**config.mk**
```make
export PLATFORM = sky130hd
export DESIGN_NAME = fault_and_watchdog_supervisor
export DESIGN_NICKNAME = d
export VERILOG_FILES = /design/src/fault_and_watchdog_supervisor.v
export VERILOG_INCLUDE_DIRS = /design/src
export SDC_FILE = /design/constraint.sdc
export NUM_CORES = 1
export LEC_CHECK = 0
export CORE_MARGIN = 4
export CORE_UTILIZATION = 58
export CTS_CLUSTER_SIZE = 24
export DETAILED_ROUTE_END_ITERATION = 7
export DONT_BUFFER_PORTS = 1
export GPL_TIMING_DRIVEN = 0
export PLACE_DENSITY_LB_ADDON = 0.1
export SLEW_MARGIN = 20
export SYNTH_ARGS = -nofsm -noshare
export SYNTH_HDL_FRONTEND = slang
export SYNTH_SLANG_ARGS = --single-unit
export TNS_END_PERCENT = 100
```
**constraint.sdc**
```tcl
create_clock -name i_core_clk -period 6.2 [get_ports i_core_clk]
set_input_delay 0.62 -clock i_core_clk [delete_from_list [all_inputs] [get_ports i_core_clk]]
set_output_delay 0.62 -clock i_core_clk [all_outputs]
set_load 0.1 [all_outputs]
```
**src/fault_supervisor_defines.vh**
```
/*
 * constants for the fault and watchdog supervisor: register offsets, field
 * positions, reset values and timing counts. assumes a 50 MHz core clock.
 */
`ifndef FAULT_SUPERVISOR_DEFINES_VH
`define FAULT_SUPERVISOR_DEFINES_VH

`define CLK_FREQ_HZ 50000000
// register offsets on the plain port (word index)
`define ADDR_WDOG 5'h00
`define ADDR_CTRL 5'h01
`define ADDR_STAT0 5'h05
`define ADDR_STAT1 5'h06
`define ADDR_STAT2 5'h07
// watchdog register fields
`define WD_ARM_BIT 7
`define WD_PER_HI 6
`define WD_PER_LO 3
`define WD_OPEN_HI 2
`define WD_OPEN_LO 1
`define WDOG_RESET 8'h04
// control register fields
`define CTRL_MOTOR_ENABLE_BIT 0
`define CTRL_SLEEP_BIT 1
`define CTRL_PUSHPULL_BIT 2
`define CTRL_RESET 8'h00
// status 0: bit0 warn, bit1 tsd, bit2 fired
`define S0_WARN_BIT 0
`define S0_TSD_BIT 1
`define S0_WDF_BIT 2
// status 1/2: bits3:0 over-current per transistor, bit4 open coil, bit5 pump (s1)
`define S_OPEN_BIT 4
`define S1_PUMP_BIT 5
// times
`define PUMP_WIN_US 250
`define PUMP_WIN_CYC (`PUMP_WIN_US * (`CLK_FREQ_HZ / 1000000))
`define HOLD_MS 100
`define HOLD_CYC (`HOLD_MS * (`CLK_FREQ_HZ / 1000))
`define WD_STEP_MS 32
`define WD_STEP_CYC (`WD_STEP_MS * (`CLK_FREQ_HZ / 1000))
`define OPEN_STEP_US 200
`define OPEN_STEP_CYC (`OPEN_STEP_US * (`CLK_FREQ_HZ / 1000000))
`define CNT_W 32

`endif

```
**src/fault_and_watchdog_supervisor.v**
```verilog
/*
 * fault latching, error pin, motor-enable gating and host watchdog.
 * fault_latch holds one group of set-wins fault flags; full_duty_timer
 * times one coil's saturated regulator for open-coil detection. both
 * live here beside the top so the block stays a single file.
 * assumes analog indications arrive synchronous to i_core_clk and that the
 * serial front end turns host accesses into single-cycle strobes.
 */
// Function
// - thermal warning drives error pin, not drivers
// - thermal shutdown puts drivers high impedance
// - leave shutdown: warning gone, flag cleared
// - over-current raises error, clears motor enable
// - one over-current flag per driver transistor
// - over-current latched until status read
// - full duty too long latches open coil
// - two-bit field selects open-coil interval
// - pump failure latches flag, disables motor
// - reading status 1 clears pump flag
// - 250 us unlatched pump window after reset
// - watchdog pin held low 100 ms
// - arm bit starts up-counting watchdog
// - expiry pulses reset even if re-armed in that cycle; sets fired flag only if not re-armed
// - fired flag zero cold, one warm
// - pins open-drain until push-pull selected
// - error pin reports all but undervoltage; most disable motor
// - motor enable only with no latched error
// - undervoltage disables until supply recovers
// - sleep blocks clear-on-read
// - status snapshot refreshed only while deselected
`timescale 1ns/100ps
`include "fault_supervisor_defines.vh"

module fault_and_watchdog_supervisor (
    input wire i_core_clk,
    input wire i_rstn,
    input wire [4:0] i_addr,
    input wire [7:0] i_wdata,
    input wire i_wr,
    input wire i_rd,
    output reg [7:0] o_rdata,
    input wire i_chip_select_n,
    input wire i_thermal_warn,
    input wire i_thermal_sd,
    input wire [3:0] i_oc_x,
    input wire [3:0] i_oc_y,
    input wire i_full_duty_x,
    input wire i_full_duty_y,
    input wire i_pump_low,
    input wire i_undervolt,
    output wire o_motor_enable,
    output wire o_drivers_hiz,
    output wire o_sleep,
    output wire o_error_out_n,
    output wire o_error_oe_n,
    output wire o_watchdog_out_n,
    output wire o_watchdog_oe_n
);
    reg [7:0] wdog_reg;
    reg [7:0] ctrl_reg;
    wire [3:0] oc_x_reg;
    wire [3:0] oc_y_reg;
    wire open_x_reg;
    wire open_y_reg;
    wire pump_reg;
    wire tsd_reg;
    reg fired_reg;
    reg uv_block_reg;
    reg [7:0] snap0_reg;
    reg [7:0] snap1_reg;
    reg [7:0] snap2_reg;
    reg [`CNT_W-1:0] pump_cnt_reg;
    reg pump_win_reg;
    reg [`CNT_W-1:0] hold_cnt_reg;
    reg hold_reg;
    reg [`CNT_W-1:0] wd_cnt_reg;
    reg wd_run_reg;

    wire rd_s0 = i_rd && (i_addr == `ADDR_STAT0);
    wire rd_s1 = i_rd && (i_addr == `ADDR_STAT1);
    wire rd_s2 = i_rd && (i_addr == `ADDR_STAT2);
    wire sleeping = ctrl_reg[`CTRL_SLEEP_BIT];
    wire clr_ok = !sleeping;
    wire arm_wr = i_wr && (i_addr == `ADDR_WDOG) && i_wdata[`WD_ARM_BIT];

    // open-coil interval: 1..4 steps chosen by the two-bit field
    wire [`CNT_W-1:0] open_lim = (({30'h0, wdog_reg[`WD_OPEN_HI:`WD_OPEN_LO]}) + 32'h1) * `OPEN_STEP_CYC;
    // watchdog period: (sel+1) * 32 ms
    wire [`CNT_W-1:0] wd_lim = (({28'h0, wdog_reg[`WD_PER_HI:`WD_PER_LO]}) + 32'h1) * `WD_STEP_CYC;

    wire ox_hit;
    wire oy_hit;
    wire pump_latch = i_pump_low && !pump_win_reg;
    wire wd_expire = wd_run_reg && (wd_cnt_reg >= wd_lim - 32'h1);

    // any latched fault, all of which block the motor
    wire latched = (|oc_x_reg) || (|oc_y_reg) || open_x_reg || open_y_reg || pump_reg || tsd_reg;
    wire new_fault = (|i_oc_x) || (|i_oc_y) || ox_hit || oy_hit || pump_latch || i_thermal_sd;

    // power-on charge-pump window: pump error shown but not latched
    always @(posedge i_core_clk or negedge i_rstn) begin
        if (!i_rstn) begin
            pump_cnt_reg <= 32'h0;
            pump_win_reg <= 1'b1;
        end else if (pump_win_reg) begin
            pump_cnt_reg <= pump_cnt_reg + 32'h1;
            if (pump_cnt_reg >= `PUMP_WIN_CYC - 1) begin
                pump_win_reg <= 1'b0;
            end
        end
    end

    // open-coil full-duty timers, one per coil, restart whenever duty drops
    full_duty_timer #(
        .CW(`CNT_W)
    ) u_full_duty_timer_x (
        .i_core_clk(i_core_clk),
        .i_rstn(i_rstn),
        .i_full_duty(i_full_duty_x),
        .i_limit(open_lim),
        .o_hit(ox_hit)
    );
    full_duty_timer #(
        .CW(`CNT_W)
    ) u_full_duty_timer_y (
        .i_core_clk(i_core_clk),
        .i_rstn(i_rstn),
        .i_full_duty(i_full_duty_y),
        .i_limit(open_lim),
        .o_hit(oy_hit)
    );

    // clear-on-read strobes; shutdown stays latched while still above warning level
    wire clr_s0 = rd_s0 && clr_ok && !i_thermal_warn;
    wire clr_s1 = rd_s1 && clr_ok;
    wire clr_s2 = rd_s2 && clr_ok;

    // x bridge over-current, one flag per transistor, cleared by status 1
    fault_latch #(
        .WIDTH(4)
    ) u_fault_latch_oc_x (
        .i_core_clk(i_core_clk),
        .i_rstn(i_rstn),
        .i_set(i_oc_x),
        .i_clear(clr_s1),
        .o_flags(oc_x_reg)
    );

    // y bridge over-current, one flag per transistor, cleared by status 2
    fault_latch #(
        .WIDTH(4)
    ) u_fault_latch_oc_y (
        .i_core_clk(i_core_clk),
        .i_rstn(i_rstn),
        .i_set(i_oc_y),
        .i_clear(clr_s2),
        .o_flags(oc_y_reg)
    );

    // open x coil, shares status 1 with the x over-current flags
    fault_latch #(
        .WIDTH(1)
    ) u_fault_latch_open_x (
        .i_core_clk(i_core_clk),
        .i_rstn(i_rstn),
        .i_set(ox_hit),
        .i_clear(clr_s1),
        .o_flags(open_x_reg)
    );

    // open y coil, shares status 2 with the y over-current flags
    fault_latch #(
        .WIDTH(1)
    ) u_fault_latch_open_y (
        .i_core_clk(i_core_clk),
        .i_rstn(i_rstn),
        .i_set(oy_hit),
        .i_clear(clr_s2),
        .o_flags(open_y_reg)
    );

    // charge-pump failure, only once the start-up window has closed
    fault_latch #(
        .WIDTH(1)
    ) u_fault_latch_pump (
        .i_core_clk(i_core_clk),
        .i_rstn(i_rstn),
        .i_set(pump_latch),
        .i_clear(clr_s1),
        .o_flags(pump_reg)
    );

    // thermal shutdown, cleared by status 0 only when the warning is gone
    fault_latch #(
        .WIDTH(1)
    ) u_fault_latch_tsd (
        .i_core_clk(i_core_clk),
        .i_rstn(i_rstn),
        .i_set(i_thermal_sd),
        .i_clear(clr_s0),
        .o_flags(tsd_reg)
    );

    // undervoltage blocks enabling until the indication clears (hysteresis is analog)
    always @(posedge i_core_clk or negedge i_rstn) begin
        if (!i_rstn) begin
            uv_block_reg <= 1'b0;
        end else begin
            uv_block_reg <= i_undervolt;
        end
    end

    // enable is refused on any latched or arriving fault and on low supply
    wire motor_enable_ok = !latched && !new_fault && !i_undervolt && !uv_block_reg;

    // register writes; motor enable is refused while anything is latched
    always @(posedge i_core_clk or negedge i_rstn) begin
        if (!i_rstn) begin
            wdog_reg <= `WDOG_RESET;
            ctrl_reg <= `CTRL_RESET;
        end else begin
            if (i_wr && i_addr == `ADDR_WDOG) begin
                wdog_reg <= i_wdata;
            end
            if (i_wr && i_addr == `ADDR_CTRL) begin
                ctrl_reg[7:1] <= i_wdata[7:1];
                ctrl_reg[`CTRL_MOTOR_ENABLE_BIT] <= i_wdata[`CTRL_MOTOR_ENABLE_BIT] && motor_enable_ok;
            end else if (new_fault || i_undervolt) begin
                ctrl_reg[`CTRL_MOTOR_ENABLE_BIT] <= 1'b0;
            end
        end
    end

    // watchdog timer; re-arm write restarts the count (host duty to do so in time)
    // the period field is read live, so a new period applies to the running count
    always @(posedge i_core_clk or negedge i_rstn) begin
        if (!i_rstn) begin
            wd_cnt_reg <= 32'h0;
            wd_run_reg <= 1'b0;
            fired_reg <= 1'b0;
        end else begin
            if (arm_wr) begin
                wd_cnt_reg <= 32'h0;
                wd_run_reg <= 1'b1;
            end else if (wd_expire) begin
                wd_cnt_reg <= 32'h0;
                wd_run_reg <= 1'b0;
                fired_reg <= 1'b1;
            end else if (wd_run_reg) begin
                wd_cnt_reg <= wd_cnt_reg + 32'h1;
            end
        end
    end

    // reset-pulse hold: after power-on and after each expiry
    // an expiry during a hold restarts the full pulse length
    always @(posedge i_core_clk or negedge i_rstn) begin
        if (!i_rstn) begin
            hold_cnt_reg <= 32'h0;
            hold_reg <= 1'b1;
        end else if (wd_expire) begin
            hold_cnt_reg <= 32'h0;
            hold_reg <= 1'b1;
        end else if (hold_reg) begin
            hold_cnt_reg <= hold_cnt_reg + 32'h1;
            if (hold_cnt_reg >= `HOLD_CYC - 1) begin
                hold_reg <= 1'b0;
            end
        end
    end

    // live status words as a deselected host would next capture them
    wire [7:0] stat0_live = {5'h0, fired_reg, tsd_reg, i_thermal_warn};
    wire [7:0] stat1_live = {2'h0, pump_reg, open_x_reg, oc_x_reg};
    wire [7:0] stat2_live = {3'h0, open_y_reg, oc_y_reg};

    // status snapshots only follow the latches while the host is deselected
    always @(posedge i_core_clk or negedge i_rstn) begin
        if (!i_rstn) begin
            snap0_reg <= 8'h00;
            snap1_reg <= 8'h00;
            snap2_reg <= 8'h00;
        end else if (i_chip_select_n) begin
            snap0_reg <= stat0_live;
            snap1_reg <= stat1_live;
            snap2_reg <= stat2_live;
        end
    end

    // read data one cycle after the strobe, zero otherwise and for unmapped
    always @(posedge i_core_clk or negedge i_rstn) begin
        if (!i_rstn) begin
            o_rdata <= 8'h00;
        end else if (i_rd) begin
            case (i_addr)
                `ADDR_WDOG: o_rdata <= wdog_reg;
                `ADDR_CTRL: o_rdata <= ctrl_reg;
                `ADDR_STAT0: o_rdata <= snap0_reg;
                `ADDR_STAT1: o_rdata <= snap1_reg;
                `ADDR_STAT2: o_rdata <= snap2_reg;
                default: o_rdata <= 8'h00;
            endcase
        end else begin
            o_rdata <= 8'h00;
        end
    end

    // error pin: latched faults, live warning and the unlatched pump window
    wire err_act = latched || i_thermal_warn || (pump_win_reg && i_pump_low);
    wire push = ctrl_reg[`CTRL_PUSHPULL_BIT];

    assign o_motor_enable = ctrl_reg[`CTRL_MOTOR_ENABLE_BIT];
    // warning alone does not float the bridge; shutdown or sleep does
    assign o_drivers_hiz = tsd_reg || sleeping || !ctrl_reg[`CTRL_MOTOR_ENABLE_BIT];
    assign o_sleep = sleeping;
    // open drain drives only low; push-pull drives both levels
    assign o_error_out_n = !err_act;
    assign o_error_oe_n = !(err_act || push);
    assign o_watchdog_out_n = !hold_reg;
    assign o_watchdog_oe_n = !(hold_reg || push);
endmodule

// one group of fault flags; an event in the cycle of its clearing read wins,
// so a fault that strikes during the read is never lost
module fault_latch #(
    parameter WIDTH = 1
) (
    input wire i_core_clk,
    input wire i_rstn,
    input wire [WIDTH-1:0] i_set,
    input wire i_clear,
    output reg [WIDTH-1:0] o_flags
);
    // set beats clear
    always @(posedge i_core_clk or negedge i_rstn) begin
        if (!i_rstn) begin
            o_flags <= {WIDTH{1'b0}};
        end else if (i_clear) begin
            o_flags <= i_set;
        end else begin
            o_flags <= o_flags | i_set;
        end
    end
endmodule

// full-duty interval timer for one coil; the count parks at the limit so it
// cannot wrap and miss a regulator that stays saturated
module full_duty_timer #(
    parameter CW = `CNT_W
) (
    input wire i_core_clk,
    input wire i_rstn,
    input wire i_full_duty,
    input wire [CW-1:0] i_limit,
    output wire o_hit
);
    localparam [CW-1:0] CNT_ONE = {{(CW-1){1'b0}}, 1'b1};
    reg [CW-1:0] cnt_reg;

    // hit once the duty has stood for the whole programmed interval
    assign o_hit = i_full_duty && (cnt_reg >= i_limit - CNT_ONE);

    // restart whenever the duty drops, hold once the limit is met
    always @(posedge i_core_clk or negedge i_rstn) begin
        if (!i_rstn) begin
            cnt_reg <= {CW{1'b0}};
        end else if (!i_full_duty) begin
            cnt_reg <= {CW{1'b0}};
        end else if (!o_hit) begin
            cnt_reg <= cnt_reg + CNT_ONE;
        end
    end
endmodule

```
==> impl_metrics.csv <==
group,metric,value,unit
worst_setup_path,crit_top_cell,"ha_4",
timing,min_period,6110,ps
power,swShare,32.9,%
worst_setup_path,worstSetupStartpointType,"register",
drt,viasPerCell,6.03,
power,clkPwrFrac,34.4,%
floorplanning,io_pins,47,
worst_setup_path,path_class,"reg -> reg",
power,p_comb_share,30.3,%
global_route,grt_usage,23.9,%
logic_synthesis,ys_ff_latch,215,
floorplanning,die_w,154,um
floorplanning,initial_core_util,59.1,%
layout,finish.utilization,68.8,%
cts,cts.path.max_buffers,3,
timing,worst_pin_slew,1090,ps
logic_synthesis,ys_warn_count,0,
worst_setup_path,cpLargestDelayFamily,"simple AND/OR/NAND/NOR gates",
layout,diodes,0,
floorplanning,coreArea,21000,um2
drt,wire_per_inst,18.3,um
layout,syn_to_final_growth,16.5,%
logic_synthesis,synth-seq-area-share,43.3,%
place,portBuffers,0,
cts,h-tree-depth,1,
global_route,first_global_vias,9534,
layout,drive_gt1_share,16.3,%
global_route,antenna_found_initial,0,
run,max_cap_violations,0,
drt,wl,29.5,mm
place,place_congestion,0.856,
drt,drt-initial-drc-count,439,
drt,drc_errors,0,
power,p_int,2.88,mW
cts,cts_tree,"done",
power,p_total,4.28,mW
timing,slew_violations,0,
timing,finalHoldViolCount,0,
outcome,outcome,"finished clean",
layout,layout.nets,1441,
cts,clk_pin_slew,70,ps
logic_synthesis,synthCells,1262,
timing,hold_slack,103,ps
global_route,grt_max_degree,216,
timing,finalClockSkew,20.0,ps
worst_setup_path,r2r_cells,25,
logic_synthesis,syn-cell-area,12400,um2
drt,dr.pass1.iters,5,
cts,cts_buffers,25,
logic_synthesis,synth-main-ff-cell,"dfrtp_1",
global_route,grt-ovfl-total,0,
logic_synthesis,ys_types,82,
global_route,grt_pass1_wl,47.7,mm
timing,tns,0,ps
timing,setup_viol,0,
drt,drt.antenna.violating_nets,0,
power,peakVddDrop,0.233,mV
floorplanning,die_height,154,um
power,power_density,296,nW/um2
cts,cts_root_buf,"clkbuf_16",
min_path,worstHoldPathCells,0,
min_path,hold_path.class,"in -> reg",
power,switching_power,1.41,mW
power,pwr-share-seq,35.3,%
worst_setup_path,cp.required,6580,ps
worst_setup_path,arrival,6490,ps
worst_setup_path,max_stage_delay,560,ps
drt,num_vias,9737,
place,dpl.hpwl,19.5,mm
logic_synthesis,synth.avg_cell_area,9.84,um2
floorplanning,num_rows,53,
timing,relSlewSlack,27.5,%
floorplanning,die-area,23800,um2
cts,clock_latency,540,ps
worst_setup_path,cp_max_fo,10,
power,power_leakage,6.20,nW
worst_setup_path,crit_cells,25,
timing,max_freq,164,MHz
timing,rsz0062_at_grt,"true",
cts,cts.sinks,215,
logic_synthesis,synth_edf_count,0,
worst_setup_path,endpoint_kind,"register",
logic_synthesis,postSynth.asyncResetShare,100,%
timing,period_share,98.5,%
worst_setup_path,crit_buf_inv,3,
worst_setup_path,critPathSlowestCell,"or4_4",
-- cells in the mapped netlist, drive strengths merged, types with 6 or more instances --
| cell | instances | area share [%] |
|---|---|---|
| dfrtp | 212 | 43 |
| nor2 | 103 | 3.1 |
| nand2 | 99 | 3.0 |
| ha | 86 | 8.7 |
| a21oi | 76 | 3.2 |
| nand3 | 64 | 2.6 |
| xnor2 | 58 | 4.1 |
| o21ai | 53 | 2.3 |
| xor2 | 40 | 2.8 |
| nand4 | 37 | 1.9 |
| inv | 34 | 1.0 |
| mux2 | 32 | 2.9 |
| nor4 | 27 | 1.5 |
| and2 | 24 | 1.2 |
| and3 | 24 | 1.2 |
| nor3 | 24 | 1.0 |
| a21o | 23 | 1.4 |
| clkbuf | 22 | 0.66 |
| or3 | 21 | 1.1 |
| a31oi | 18 | 1.0 |
| mux2i | 16 | 1.3 |
| buf | 14 | 0.65 |
| or4 | 13 | 0.79 |
| o21a | 10 | 0.61 |
| o31ai | 10 | 0.60 |
| a211oi | 8 | 0.52 |
| and4 | 8 | 0.56 |
| nand2b | 8 | 0.40 |
| a221oi | 7 | 0.49 |
| a22oi | 7 | 0.42 |
| nor2b | 7 | 0.35 |
| a22o | 6 | 0.42 |
| nand4b | 6 | 0.42 |
| nor3b | 6 | 0.40 |
| o211ai | 6 | 0.40 |
| or2 | 6 | 0.30 |
-- power groups by stage --
stage / clock (mW) / combinational, mW / sequential, mW
after floorplan: 0 / 0.738 / 1.52
after global placement: 0 / 0.889 / 1.53
after detailed placement: 0 / 0.918 / 1.53
after CTS: 1.50 / 1.13 / 1.51
after global routing: 1.57 / 1.41 / 1.52
final: 1.47 / 1.30 / 1.51
-- placed cells by master (no fill, tap or decap), types with 9 or more instances in the layout --
master     instances
a21oi_1           63
or4_1             11
inv_1             32
o21a_1             9
nand2_1           99
o21ai_0           48
clkbuf_16         25
nor3_1            19
mux2_2            32
ha_4              16
ha_1              67
buf_4             27
mux2i_1           16
and2_1            24
nor2_1           100
xor2_1            38
or3_1             21
dfrtp_1          209
a21o_1            23
nand4_1           36
nand3_1           62
xnor2_1           52
nor4_1            25
and3_1            22
a21oi_2           12
a31oi_1           16
o31ai_1           10
clkbuf_1          19
-- worst paths after layout --
path,end,start,slack [ps]
max,wd_cnt_reg[17],wdog_reg[4],90
min,uv_block_reg,i_undervolt,100
max reg2reg,wd_cnt_reg[17],wdog_reg[4],90
min reg2reg,pump_cnt_reg[31],pump_cnt_reg[31],470
max in group asynchronous,wdog_reg[4],i_rstn,4500
min in group asynchronous,wd_cnt_reg[18],i_rstn,660
-- stage by stage --
step	setup WS (ps)	area, um2	instances
CTS	14.1	14100	1606
global placement	-1080	12800	1539
detailed placement	-1140	12800	1541
global route	-180	14500	1616
finish	90.0	14500	1616
floorplan	35.3	12400	1264
-- logic make-up (layout without fill, tap and decap cells) --
family          Yosys count  after routing  synth area share (%)
simple gates            487            487                  20.7
compound gates          254            254                  13.6
flops                   215            215                  43.3
xor+xnor                 98             98                  6.91
fa+ha+maj                87             87                  8.82
buf+inv                  71            148                  2.38
mux                      48             48                  4.19
other cells               2              4                0.0605
-- routing by layer --
layer / global-route usage [%] / part of all wire, %
met4: 6.64 / 2.1
met3: 5.88 / 5.6
met5: 0 / 0
met1: 32.3 / 44
met2: 38.8 / 48
-- worst reg2reg max path, stage by stage (launching register included) --
cell and delay, ps:
dfrtp_2 450, ha_4 200, xor2_4 250, ha_4 200
xnor2_2 110, ha_2 310, ha_4 280, ha_4 220
a211oi_4 310, o21a_2 230, xnor2_2 80, buf_4 140
or4_4 570, nor3_4 140, nand4_1 160, xnor2_2 180
ha_1 310, nand4_1 90, or2_1 260, or4_4 460
a221oi_4 320, nor3_4 110, buf_6 170, buf_4 180
a21oi_2 160, a31oi_1 70
-- final cells by class --
type | instances | area, um2
Multi-Input combinational cell | 978 | 7230
Clock buffer | 30 | 694
Timing Repair Buffer | 32 | 328
Buffer | 35 | 204
Sequential cell | 215 | 5390
Inverter | 35 | 135
Clock inverter | 16 | 143
Fill cell | 1590 | 6550
Tap cell | 275 | 344
-- timing repair --
item	4_1_cts	5_1_grt
hold buffers	1	1
pin swaps	17	26
buffers inserted	17	9
gates resized for setup	48	44
hold endpoints to repair	215	62
endpoints found under the setup margin	67	67
gates cloned	1	0
Power figures use the tool's default switching activity.
